[config.mk]
export PLATFORM = sky130hd
export DESIGN_NAME = ctm_timing_core
export DESIGN_NICKNAME = d
export VERILOG_FILES = /design/src/include/ctm_pkg.sv /design/src/core/ctm_cost_table.sv /design/src/core/ctm_pin_sync.sv /design/src/core/ctm_timing_core.sv
export SDC_FILE = /design/constraint.sdc
export NUM_CORES = 1
export LEC_CHECK = 0
export BUFFER_PORTS_ARGS = -buffer_cell sky130_fd_sc_hd__buf_2
export CAP_MARGIN = 30
export CORE_MARGIN = 2
export CORE_UTILIZATION = 45
export CTS_BUF_LIST = sky130_fd_sc_hd__clkbuf_8
export DETAILED_ROUTE_END_ITERATION = 8
export PLACE_DENSITY = 0.67
export SLEW_MARGIN = 0
export SYNTH_ARGS = -nofsm -noshare
export SYNTH_HDL_FRONTEND = slang
export SYNTH_SLANG_ARGS = --single-unit
[constraint.sdc]
create_clock -name clk_i -period 7.25 [get_ports clk_i]
set_clock_uncertainty 0.05 [all_clocks]
set_input_delay 1.45 -clock clk_i [delete_from_list [all_inputs] [get_ports clk_i]]
set_output_delay 1.45 -clock clk_i [all_outputs]
set_load 0.005 [all_outputs]
[src/include/ctm_pkg.sv]
// Shared types, cost constants and helper functions of the cycle-timing model.
package ctm_pkg;

	// ********************************
	// Widths and bus timing
	// ********************************
	localparam int unsigned N_W    = 8;
	localparam int unsigned RW_W   = 5;
	localparam int unsigned CNT_W  = 16;
	localparam int unsigned CLK_MHZ = 20;
	localparam logic [N_W-1:0] BUS_CYC    = 8'h04;
	localparam logic [1:0]     PHASE_LAST = 2'(BUS_CYC - 8'h01);

	// ********************************
	// Types
	// ********************************
	typedef struct packed {
		logic [N_W-1:0]  n;
		logic [RW_W-1:0] r;
		logic [RW_W-1:0] w;
	} ctm_cost_t;

	typedef enum logic [2:0] {
		S_WAIT_RST = 3'h0,
		S_IDLE     = 3'h1,
		S_READ     = 3'h3,
		S_INT      = 3'h2,
		S_WRITE    = 3'h6
	} ctm_state_t;

	typedef enum logic [4:0] {
		OP_SHORT_REG, OP_EXG, OP_STATE_TO_REG, OP_LINK, OP_UNLK, OP_IMM_TO_STATE,
		OP_MOVE_TO_STATE, OP_STATE_TO_MEM, OP_PULSE_RESET, OP_STOP, OP_STATE_RETURN,
		OP_SUB_RETURN, OP_PERIPH_WORD_W, OP_PERIPH_WORD_R, OP_PERIPH_LONG_W, OP_PERIPH_LONG_R,
		OP_BCC_TAKEN, OP_BCC_NT_BYTE, OP_BCC_NT_WORD, OP_EXC_BUS, OP_EXC_ADDR, OP_EXC_CHK,
		OP_EXC_DIVZ, OP_EXC_INT, OP_EXC_TRAP, OP_EXC_TRAPV, OP_EXC_RESET
	} ctm_op_t;

	typedef enum logic [3:0] {
		EA_DREG, EA_AREG, EA_IND, EA_POSTINC, EA_PREDEC, EA_DISP16,
		EA_INDEX, EA_ABS_W, EA_ABS_L, EA_PC_DISP, EA_PC_INDEX, EA_IMM
	} ctm_ea_t;

	// ********************************
	// Instruction and exception costs
	// ********************************
	localparam ctm_cost_t C_SHORT_REG  = '{n: 8'h08, r: 5'h02, w: 5'h00};
	localparam ctm_cost_t C_EXG        = '{n: 8'h0A, r: 5'h02, w: 5'h00};
	localparam ctm_cost_t C_LINK       = '{n: 8'h20, r: 5'h04, w: 5'h04};
	localparam ctm_cost_t C_UNLK       = '{n: 8'h18, r: 5'h06, w: 5'h00};
	localparam ctm_cost_t C_IMM_STATE  = '{n: 8'h20, r: 5'h06, w: 5'h00};
	localparam ctm_cost_t C_TO_STATE   = '{n: 8'h12, r: 5'h04, w: 5'h00};
	localparam ctm_cost_t C_STATE_TO_M = '{n: 8'h10, r: 5'h02, w: 5'h02};
	localparam ctm_cost_t C_PULSE_RST  = '{n: 8'h88, r: 5'h02, w: 5'h00};
	localparam ctm_cost_t C_STOP       = '{n: 8'h04, r: 5'h00, w: 5'h00};
	localparam ctm_cost_t C_STATE_RET  = '{n: 8'h28, r: 5'h0A, w: 5'h00};
	localparam ctm_cost_t C_SUB_RET    = '{n: 8'h20, r: 5'h08, w: 5'h00};
	localparam ctm_cost_t C_PER_WORD_W = '{n: 8'h18, r: 5'h04, w: 5'h02};
	localparam ctm_cost_t C_PER_WORD_R = '{n: 8'h18, r: 5'h06, w: 5'h00};
	localparam ctm_cost_t C_PER_LONG_W = '{n: 8'h20, r: 5'h04, w: 5'h04};
	localparam ctm_cost_t C_PER_LONG_R = '{n: 8'h20, r: 5'h08, w: 5'h00};
	localparam ctm_cost_t C_BCC_TAKEN  = '{n: 8'h12, r: 5'h04, w: 5'h00};
	localparam ctm_cost_t C_BCC_NT_BYT = '{n: 8'h0C, r: 5'h02, w: 5'h00};
	localparam ctm_cost_t C_BCC_NT_WRD = '{n: 8'h14, r: 5'h04, w: 5'h00};
	localparam ctm_cost_t C_EXC_BUS    = '{n: 8'h5E, r: 5'h08, w: 5'h0E};
	localparam ctm_cost_t C_EXC_CHK    = '{n: 8'h44, r: 5'h08, w: 5'h06};
	localparam ctm_cost_t C_EXC_DIVZ   = '{n: 8'h42, r: 5'h08, w: 5'h06};
	localparam ctm_cost_t C_EXC_INT    = '{n: 8'h48, r: 5'h09, w: 5'h06};
	localparam ctm_cost_t C_EXC_TRAP   = '{n: 8'h3E, r: 5'h08, w: 5'h06};
	localparam ctm_cost_t C_EXC_TRAPV  = '{n: 8'h42, r: 5'h0A, w: 5'h06};
	localparam ctm_cost_t C_EXC_RESET  = '{n: 8'h40, r: 5'h0C, w: 5'h00};
	localparam ctm_cost_t C_ZERO       = '{n: 8'h00, r: 5'h00, w: 5'h00};

	// ********************************
	// Operand address computation costs
	// ********************************
	localparam ctm_cost_t EA_IND_W   = '{n: 8'h04, r: 5'h01, w: 5'h00};
	localparam ctm_cost_t EA_IND_L   = '{n: 8'h08, r: 5'h02, w: 5'h00};
	localparam ctm_cost_t EA_PRE_W   = '{n: 8'h06, r: 5'h01, w: 5'h00};
	localparam ctm_cost_t EA_PRE_L   = '{n: 8'h0A, r: 5'h02, w: 5'h00};
	localparam ctm_cost_t EA_DSP_W   = '{n: 8'h08, r: 5'h02, w: 5'h00};
	localparam ctm_cost_t EA_DSP_L   = '{n: 8'h0C, r: 5'h03, w: 5'h00};
	localparam ctm_cost_t EA_IDX_W   = '{n: 8'h0A, r: 5'h02, w: 5'h00};
	localparam ctm_cost_t EA_IDX_L   = '{n: 8'h0E, r: 5'h03, w: 5'h00};
	localparam ctm_cost_t EA_ABSL_W  = '{n: 8'h0C, r: 5'h03, w: 5'h00};
	localparam ctm_cost_t EA_ABSL_L  = '{n: 8'h10, r: 5'h04, w: 5'h00};

	// ********************************
	// Helpers
	// ********************************
	function automatic ctm_cost_t cost_add(input ctm_cost_t a, input ctm_cost_t b);
		cost_add.n = N_W'(a.n + b.n);
		cost_add.r = RW_W'(a.r + b.r);
		cost_add.w = RW_W'(a.w + b.w);
	endfunction

	// Periods not covered by bus cycles are spent with the bus idle.
	function automatic logic [N_W-1:0] idle_of(input ctm_cost_t c);
		logic [N_W-1:0] bus_p;
		bus_p = N_W'((N_W'(c.r) + N_W'(c.w)) * BUS_CYC);
		idle_of = N_W'(c.n - bus_p);
	endfunction

	// Reads first, then the internal periods, then the writes.
	function automatic ctm_state_t seq_next(input logic [RW_W-1:0] r, input logic [RW_W-1:0] w,
			input logic [N_W-1:0] i);
		if (r != '0) begin
			seq_next = S_READ;
		end else if (i != '0) begin
			seq_next = S_INT;
		end else if (w != '0) begin
			seq_next = S_WRITE;
		end else begin
			seq_next = S_IDLE;
		end
	endfunction

endpackage

[src/core/ctm_cost_table.sv]
// Cost lookup: base figure per operation plus operand address computation.
module ctm_cost_table (
	// Request
	input  ctm_pkg::ctm_op_t   op_i,
	input  ctm_pkg::ctm_ea_t   ea_mode_i,
	input  wire logic          long_i,
	// Costs
	output ctm_pkg::ctm_cost_t ea_o,
	output ctm_pkg::ctm_cost_t cost_o
);
	import ctm_pkg::*;

	function automatic ctm_cost_t base_of(input ctm_op_t op);
		unique case (op)
			OP_SHORT_REG:                      base_of = C_SHORT_REG;
			OP_EXG, OP_STATE_TO_REG:           base_of = C_EXG;
			OP_LINK:                           base_of = C_LINK;
			OP_UNLK:                           base_of = C_UNLK;
			OP_IMM_TO_STATE:                   base_of = C_IMM_STATE;
			OP_MOVE_TO_STATE:                  base_of = C_TO_STATE;
			OP_STATE_TO_MEM:                   base_of = C_STATE_TO_M;
			OP_PULSE_RESET:                    base_of = C_PULSE_RST;
			OP_STOP:                           base_of = C_STOP;
			OP_STATE_RETURN:                   base_of = C_STATE_RET;
			OP_SUB_RETURN:                     base_of = C_SUB_RET;
			OP_PERIPH_WORD_W:                  base_of = C_PER_WORD_W;
			OP_PERIPH_WORD_R:                  base_of = C_PER_WORD_R;
			OP_PERIPH_LONG_W:                  base_of = C_PER_LONG_W;
			OP_PERIPH_LONG_R:                  base_of = C_PER_LONG_R;
			OP_BCC_TAKEN:                      base_of = C_BCC_TAKEN;
			OP_BCC_NT_BYTE:                    base_of = C_BCC_NT_BYT;
			OP_BCC_NT_WORD:                    base_of = C_BCC_NT_WRD;
			OP_EXC_BUS, OP_EXC_ADDR:           base_of = C_EXC_BUS;
			OP_EXC_CHK:                        base_of = C_EXC_CHK;
			OP_EXC_DIVZ:                       base_of = C_EXC_DIVZ;
			OP_EXC_INT:                        base_of = C_EXC_INT;
			OP_EXC_TRAP:                       base_of = C_EXC_TRAP;
			OP_EXC_TRAPV:                      base_of = C_EXC_TRAPV;
			OP_EXC_RESET:                      base_of = C_EXC_RESET;
			default:                           base_of = C_ZERO;
		endcase
	endfunction

	function automatic ctm_cost_t ea_of(input ctm_ea_t m, input logic lng);
		unique case (m)
			EA_DREG, EA_AREG:                    ea_of = C_ZERO;
			EA_IND, EA_POSTINC, EA_IMM:          ea_of = lng ? EA_IND_L : EA_IND_W;
			EA_PREDEC:                           ea_of = lng ? EA_PRE_L : EA_PRE_W;
			EA_DISP16, EA_ABS_W, EA_PC_DISP:     ea_of = lng ? EA_DSP_L : EA_DSP_W;
			EA_INDEX, EA_PC_INDEX:               ea_of = lng ? EA_IDX_L : EA_IDX_W;
			EA_ABS_L:                            ea_of = lng ? EA_ABSL_L : EA_ABSL_W;
			default:                             ea_of = C_ZERO;
		endcase
	endfunction

	// Single-operand state moves always compute a word operand.
	wire word_ea = (op_i == OP_MOVE_TO_STATE) || (op_i == OP_STATE_TO_MEM);
	wire size_ea = (op_i == OP_EXC_CHK) || (op_i == OP_EXC_DIVZ);
	wire ctm_cost_t ea_any = ea_of(ea_mode_i, size_ea & long_i);

	assign ea_o   = (word_ea || size_ea) ? ea_any : C_ZERO;
	assign cost_o = cost_add(base_of(op_i), ea_o);
endmodule

[src/core/ctm_pin_sync.sv]
// Three-stage synchroniser whose output follows once stages two and three agree.
module ctm_pin_sync #(
	parameter int unsigned W       = 1,
	parameter logic [W-1:0] RST_VAL = '0
) (
	// Clock and control
	input  wire logic         clk_i,
	input  wire logic         sys_rst_i,
	input  wire logic         ce_i,
	// Pins and clean levels
	input  wire logic [W-1:0] pin_i,
	output logic      [W-1:0] level_o
);
	logic [W-1:0] s1;
	logic [W-1:0] s2;
	logic [W-1:0] s3;
	wire  [W-1:0] agree = ~(s2 ^ s3);

	always_ff @(posedge clk_i) begin
		if (sys_rst_i) begin
			s1      <= RST_VAL;
			s2      <= RST_VAL;
			s3      <= RST_VAL;
			level_o <= RST_VAL;
		end else if (ce_i) begin
			s1      <= pin_i;
			s2      <= s1;
			s3      <= s2;
			level_o <= (agree & s3) | (~agree & level_o);
		end
	end
endmodule

[src/core/ctm_timing_core.sv]
// Cycle-timing sequencer: plays out the periods, reads and writes of one operation.
//
// Behaviour
// - Nominal bus cycle lasts four clock periods.
// - Responder stretches add wait periods to total.
// - Each figure gives periods, reads and writes.
// - Total covers fetches and stores of operation.
// - Periods outside bus cycles keep bus idle.
// - Marked operations add address computation cost.
// - Address computation never performs a write.
// - Indirect/postincrement: 4(1/0) short, 8(2/0) long.
// - Predecrement: 6(1/0) short, 10(2/0) long.
// - Displacement/absolute short: 8(2/0), 12(3/0).
// - Indexed: 10(2/0) short, 14(3/0) long.
// - Index register size never changes timing.
// - Absolute long 12(3/0)/16(4/0); register zero.
// - Reset pulse 136(2/0), stop 4(0/0), return 40(10/0).
// - Exceptions include stacking, vector, first fetch.
// - Bus/address error 94(8/14); interrupt 72(9/6).
// - Reset exit 64(12/0) after both inputs negated.
// - Taken conditional branch costs 18(4/0).
module ctm_timing_core (
	// Clock, reset and enable
	input  wire logic                  clk_i,
	input  wire logic                  sys_rst_i,
	input  wire logic                  ce_i,
	// Operation request
	input  wire logic                  start_i,
	input  ctm_pkg::ctm_op_t           op_i,
	input  ctm_pkg::ctm_ea_t           ea_mode_i,
	input  wire logic                  long_i,
	// Asynchronous pins
	input  wire logic                  bus_ack_i,
	input  wire logic                  ext_reset_n_i,
	input  wire logic                  ext_halt_n_i,
	// Status and bus activity
	output logic                       ready_o,
	output logic                       busy_o,
	output logic                       bus_rd_o,
	output logic                       bus_wr_o,
	output logic                       done_o,
	output logic [ctm_pkg::CNT_W-1:0]  periods_o,
	output logic [ctm_pkg::CNT_W-1:0]  reads_o,
	output logic [ctm_pkg::CNT_W-1:0]  writes_o,
	output logic [ctm_pkg::CNT_W-1:0]  waits_o
);
	import ctm_pkg::*;

	// ********************************
	// Pin synchronisation
	// ********************************
	logic ack_s;
	logic rstn_s;
	logic haltn_s;

	ctm_pin_sync #(
		.W       (3),
		.RST_VAL (3'h0)
	) u_sync (
		.clk_i     (clk_i),
		.sys_rst_i (sys_rst_i),
		.ce_i      (ce_i),
		.pin_i     ({bus_ack_i, ext_reset_n_i, ext_halt_n_i}),
		.level_o   ({ack_s, rstn_s, haltn_s})
	);

	// ********************************
	// State
	// ********************************
	ctm_state_t      state;
	ctm_state_t      next_state;
	ctm_cost_t       exp_cost;
	logic [RW_W-1:0] rem_r;
	logic [RW_W-1:0] rem_w;
	logic [N_W-1:0]  rem_i;
	logic [1:0]      phase;

	// ********************************
	// Decode
	// ********************************
	wire is_bus  = (state == S_READ) || (state == S_WRITE);
	wire active  = is_bus || (state == S_INT);
	wire take    = (state == S_IDLE) && start_i;
	// Exit once both inputs read negated.
	wire rst_exit = (state == S_WAIT_RST) && rstn_s && haltn_s;
	wire abort   = !rstn_s && (state != S_WAIT_RST);
	wire load    = !abort && (take || rst_exit);
	wire at_last = is_bus && (phase == PHASE_LAST);
	wire cyc_end = at_last && ack_s;
	// Missing acknowledge holds the last period.
	wire stall   = at_last && !ack_s;

	ctm_op_t   op_sel;
	ctm_cost_t cost_sel;
	ctm_cost_t ea_cost;

	assign op_sel = rst_exit ? OP_EXC_RESET : op_i;

	// Reset exit shares the table so the reset figure comes from one place.
	ctm_cost_table u_table (
		.op_i      (op_sel),
		.ea_mode_i (ea_mode_i),
		.long_i    (long_i),
		.ea_o      (ea_cost),
		.cost_o    (cost_sel)
	);

	wire [N_W-1:0]  load_idle = idle_of(cost_sel);
	wire [RW_W-1:0] r_after   = (state == S_READ && cyc_end) ? RW_W'(rem_r - 1'b1) : rem_r;
	wire [RW_W-1:0] w_after   = (state == S_WRITE && cyc_end) ? RW_W'(rem_w - 1'b1) : rem_w;
	wire [N_W-1:0]  i_after   = (state == S_INT) ? N_W'(rem_i - 1'b1) : rem_i;
	wire            step      = cyc_end || (state == S_INT);

	always_comb begin
		next_state = state;
		if (abort) begin
			next_state = S_WAIT_RST;
		end else if (load) begin
			next_state = seq_next(cost_sel.r, cost_sel.w, load_idle);
		end else if (active && step) begin
			next_state = seq_next(r_after, w_after, i_after);
		end
	end

	wire finish = active && !abort && (next_state == S_IDLE);

	// ********************************
	// Sequencer registers
	// ********************************
	always_ff @(posedge clk_i) begin
		if (sys_rst_i) begin
			state    <= S_WAIT_RST;
			exp_cost <= C_ZERO;
			rem_r    <= '0;
			rem_w    <= '0;
			rem_i    <= '0;
			phase    <= '0;
		end else if (ce_i) begin
			state <= next_state;
			if (load) begin
				// Keep the full figure for the whole run.
				exp_cost <= cost_sel;
				rem_r    <= cost_sel.r;
				rem_w    <= cost_sel.w;
				// Leftover periods run with bus idle.
				rem_i    <= load_idle;
				phase    <= '0;
			end else begin
				rem_r <= r_after;
				rem_w <= w_after;
				rem_i <= i_after;
				phase <= (cyc_end || !is_bus) ? 2'h0 : (stall ? phase : 2'(phase + 2'h1));
			end
		end
	end

	// ********************************
	// Counters and outputs
	// ********************************
	always_ff @(posedge clk_i) begin
		if (sys_rst_i) begin
			periods_o <= '0;
			reads_o   <= '0;
			writes_o  <= '0;
			waits_o   <= '0;
		end else if (ce_i) begin
			if (load) begin
				periods_o <= '0;
				reads_o   <= '0;
				writes_o  <= '0;
				waits_o   <= '0;
			end else if (active) begin
				// One count per period, waits included.
				periods_o <= CNT_W'(periods_o + 1'b1);
				// Every fetch and store is tallied.
				if (cyc_end && state == S_READ) begin
					reads_o <= CNT_W'(reads_o + 1'b1);
				end
				if (cyc_end && state == S_WRITE) begin
					writes_o <= CNT_W'(writes_o + 1'b1);
				end
				if (stall) begin
					waits_o <= CNT_W'(waits_o + 1'b1);
				end
			end
		end
	end

	always_ff @(posedge clk_i) begin
		if (sys_rst_i) begin
			ready_o  <= 1'b0;
			busy_o   <= 1'b0;
			bus_rd_o <= 1'b0;
			bus_wr_o <= 1'b0;
			done_o   <= 1'b0;
		end else if (ce_i) begin
			ready_o  <= next_state == S_IDLE;
			busy_o   <= (next_state == S_READ) || (next_state == S_WRITE) || (next_state == S_INT);
			bus_rd_o <= next_state == S_READ;
			bus_wr_o <= next_state == S_WRITE;
			done_o   <= finish;
		end
	end
endmodule

==> out/results.txt <==
gpl congestion: 0.932
cell count after synthesis: 811
Num CTS Buffers: 9
delay-heaviest family, CP: adder cells
Cell Area, Synth: 6460 µm²
Max Slew Vio Count: 0
initial core utilization: 0.463
Final ANT Viol Nets: 0
Max Root-Sink Buffers: 2
share of post-route cells with drive strength above 1: 0.180
Worst Hold Launch: u_sync.s3[2]$_SDFFE_PP0P_
Primary FF master, synth: dfxtp_1
PnR worst setup slack: 0.306 ns
DP Wirelength: 11300 µm
# Max-Cap Violations: 0
Worst R2R Setup Slack: 0.39 ns
die area: 15300 µm²
Combinational Power Share: 0.198
worst-margin pin slew: 0.822 ns
CTS tree: built
Synth warnings: 0
Post-synth EDFFs: 0
Iter 0 DRT Violations: 437
n_diodes: 0
#FFs+latches synth: 104
CTS Hold Bufs: 0
hold path depth: 2
Core ar.: 13900 µm²
post-synthesis sequential area ratio: 0.322
Final Net Count: 956
Net Sw Power: 353 µW
Clock Latency Late Sink: 0.39 ns
Layout Utilization: 0.538
DR vias: 6034
Hold WS: 0.411 ns
post-synth cell types: 76
Crit-path slowest cell: fa_1
hold crit path type: flop to flop
P_int: 887 µW
Flop pwr share: 0.468
CP peak stage delay: 0.52 ns
Worst Path Arrival: 7.15 ns
Chip Height: 124 µm
status: completed
post-DR wirelength/cell: 14.2 µm
worst vdd ir: 0.000168 V
Synth Net Count: 863
row count: 43
worst endpoint required time: 7.46 ns
most frequent CP cell: inv_1
final hold vios: 0
fmax: 0.144 GHz
pre-CTS setup slack: -0.0963 ns
antenna violations before repair: 0
reg2reg end: ready_o$_SDFFE_PP0P_
min cycle time layout: 6.94 ns
reg2reg path depth: 27
final instance area: 7500 µm²
PwrDens: 165 nW/µm²
Crit path depth: 27
CP bufs+invs: 6
vias in the first global route: 5325
Routed WL: 15500 µm
Async SR Flop Fraction: 0
largest net degree at the start of global routing: 58
CP Capture Type: flop
io pins: 86
Initial DRT Pass Iterations: 5
clock power share: 0.333
P_leak: 3.18 nW
first-pass GRT wire length: 24900 µm
die width: 124 µm
Syn Area/Cell: 7.96 µm²
final setup fails: 0
Worst slew margin: 0.451
Remaining Overflow, GRT: 0
CTS Root Cell: clkbuf_8
clk sink count: 104
crit path launch type: input pin
Reg-to-Reg Start: state[0]$_SDFFE_PP0P_
drt drc: 0
Clock Pin Slew Worst Setup and Hold Paths: 0.10 ns
placed inst area: 7200 µm²
crit path kind: input pin to flop
routed vias/inst: 5.54
Sw Share: 0.284
CTS H-tree depth: 3
GRT Total Usage: 0.202
Area Overhead vs Synth: 16.1%
Port-buffer cells: 85
total power: 1.24 mW
Crit Path Max Fanout: 4
period utilization: 0.958
==> cell usage after synthesis (5+ instances only) <==
master | instances | area (µm²)
a211oi_1 | 7 | 52.6
a21o_1 | 13 | 97.6
a21oi_1 | 57 | 285
a221oi_1 | 5 | 43.8
a22oi_1 | 11 | 82.6
and2_1 | 5 | 31.3
and3_1 | 12 | 75.1
buf_2 | 6 | 30.0
clkbuf_1 | 26 | 97.6
dfxtp_1 | 104 | 2080
fa_1 | 5 | 100
ha_1 | 30 | 375
inv_1 | 33 | 124
mux2i_1 | 17 | 170
nand2_1 | 89 | 334
nand2b_1 | 12 | 75.1
nand3_1 | 26 | 130
nand3b_1 | 5 | 37.5
nand4_1 | 17 | 106
nor2_1 | 103 | 387
nor2b_1 | 7 | 43.8
nor3_1 | 10 | 50.1
nor3b_1 | 5 | 37.5
o211ai_1 | 6 | 45.0
o21ai_0 | 49 | 245
o22ai_1 | 5 | 31.3
or3_1 | 15 | 93.8
xnor2_1 | 13 | 114
xor2_1 | 42 | 368
==> sequential cells by signal, summed over array words and instances, names as in the netlist, 2 cells and up, named ones only <==
register   cells
rem_w          5
state          3
u_sync.s3      3
phase          2
reads_o       16
writes_o      16
u_sync.s1      3
rem_i          8
u_sync.s2      3
waits_o       16
periods_o     16
rem_r          5
==> logic make-up after synthesis <==
group,share of synthesized area
AOI/OAI and AO/OA,0.212
xor gates and xnor gates,0.0806
adders and majority gates,0.0736
buffers and inverters,0.0430
DFF,0.322
muxes,0.0281
and+or+nand+nor,0.240
==> layout by cell type, fill, tap and decap left out, types with 6 or more instances in the layout <==
master	netlist	layout
nand2_1	89	89
nor3_1	10	10
dfxtp_1	104	104
a21oi_1	57	56
buf_2	6	86
nand4_1	17	17
ha_1	30	29
nor2_1	103	103
or3_1	15	15
xor2_1	42	42
nand2b_1	12	12
nor2b_1	7	7
clkbuf_8	0	10
nand3_1	26	26
xnor2_1	13	13
o211ai_1	6	6
a211oi_1	7	6
and3_1	12	12
buf_4	1	32
inv_1	33	33
o21ai_0	49	48
mux2i_1	17	17
a22oi_1	11	11
a21o_1	13	13
==> worst min-delay path, cell delays in order, from the launching register on <==
cell and delay, ns:
dfxtp_1 0.32, nand2_1 0.05, a21oi_1 0.05
==> worst max-delay path by stage <==
stage            start               endpoint  slack [ns]
6_report       op_i[1]   ready_o$_SDFFE_PP0P_        0.31
5_1_grt        op_i[1]   ready_o$_SDFFE_PP0P_       -0.03
3_5_place_dp   op_i[1]  bus_rd_o$_SDFFE_PP0P_        -0.1
4_1_cts        op_i[1]   ready_o$_SDFFE_PP0P_        0.24
3_3_place_gp   op_i[1]  bus_rd_o$_SDFFE_PP0P_        0.07
2_1_floorplan  op_i[1]  bus_rd_o$_SDFFE_PP0P_        0.06
==> per-layer routing <==
metal	GRT usage	up-vias	share of wire
li1	-	3072	-
met1	0.285	2785	0.49
met2	0.308	158	0.44
met3	0.0476	19	0.063
met5	0	-	0
met4	0.0597	0	0.011
==> power by group through the flow <==
stage / clock network (mW) / logic [mW] / registers (mW)
3_5_place_dp: 0 / 0.231 / 0.594
2_1_floorplan: 0 / 0.170 / 0.592
3_3_place_gp: 0 / 0.230 / 0.594
4_1_cts: 0.427 / 0.233 / 0.581
6_report: 0.413 / 0.246 / 0.581
5_1_grt: 0.448 / 0.275 / 0.582
==> cell type report <==
class,instances,area (µm²)
fillers,1339,6430
clock inverters,6,91.3
repair buffers,118,671
multi-input cells,638,4170
clock buffers,10,138
flip-flops and latches,104,2080
well taps,180,225
inverters,33,124
==> repair_timing <==
item,in CTS,in global routing
gates resized for setup,0,9
buffers inserted,0,1
endpoints found under the setup margin,0,5
==> stage by stage <==
step	cells	setup TNS [ns]
2_1_floorplan	811	0
3_3_place_gp	1071	0
3_5_place_dp	1071	-0.304
4_1_cts	1087	0
5_1_grt	1089	-0.0427
6_report	1089	0
Note: power is estimated with default switching activity, not from simulation.
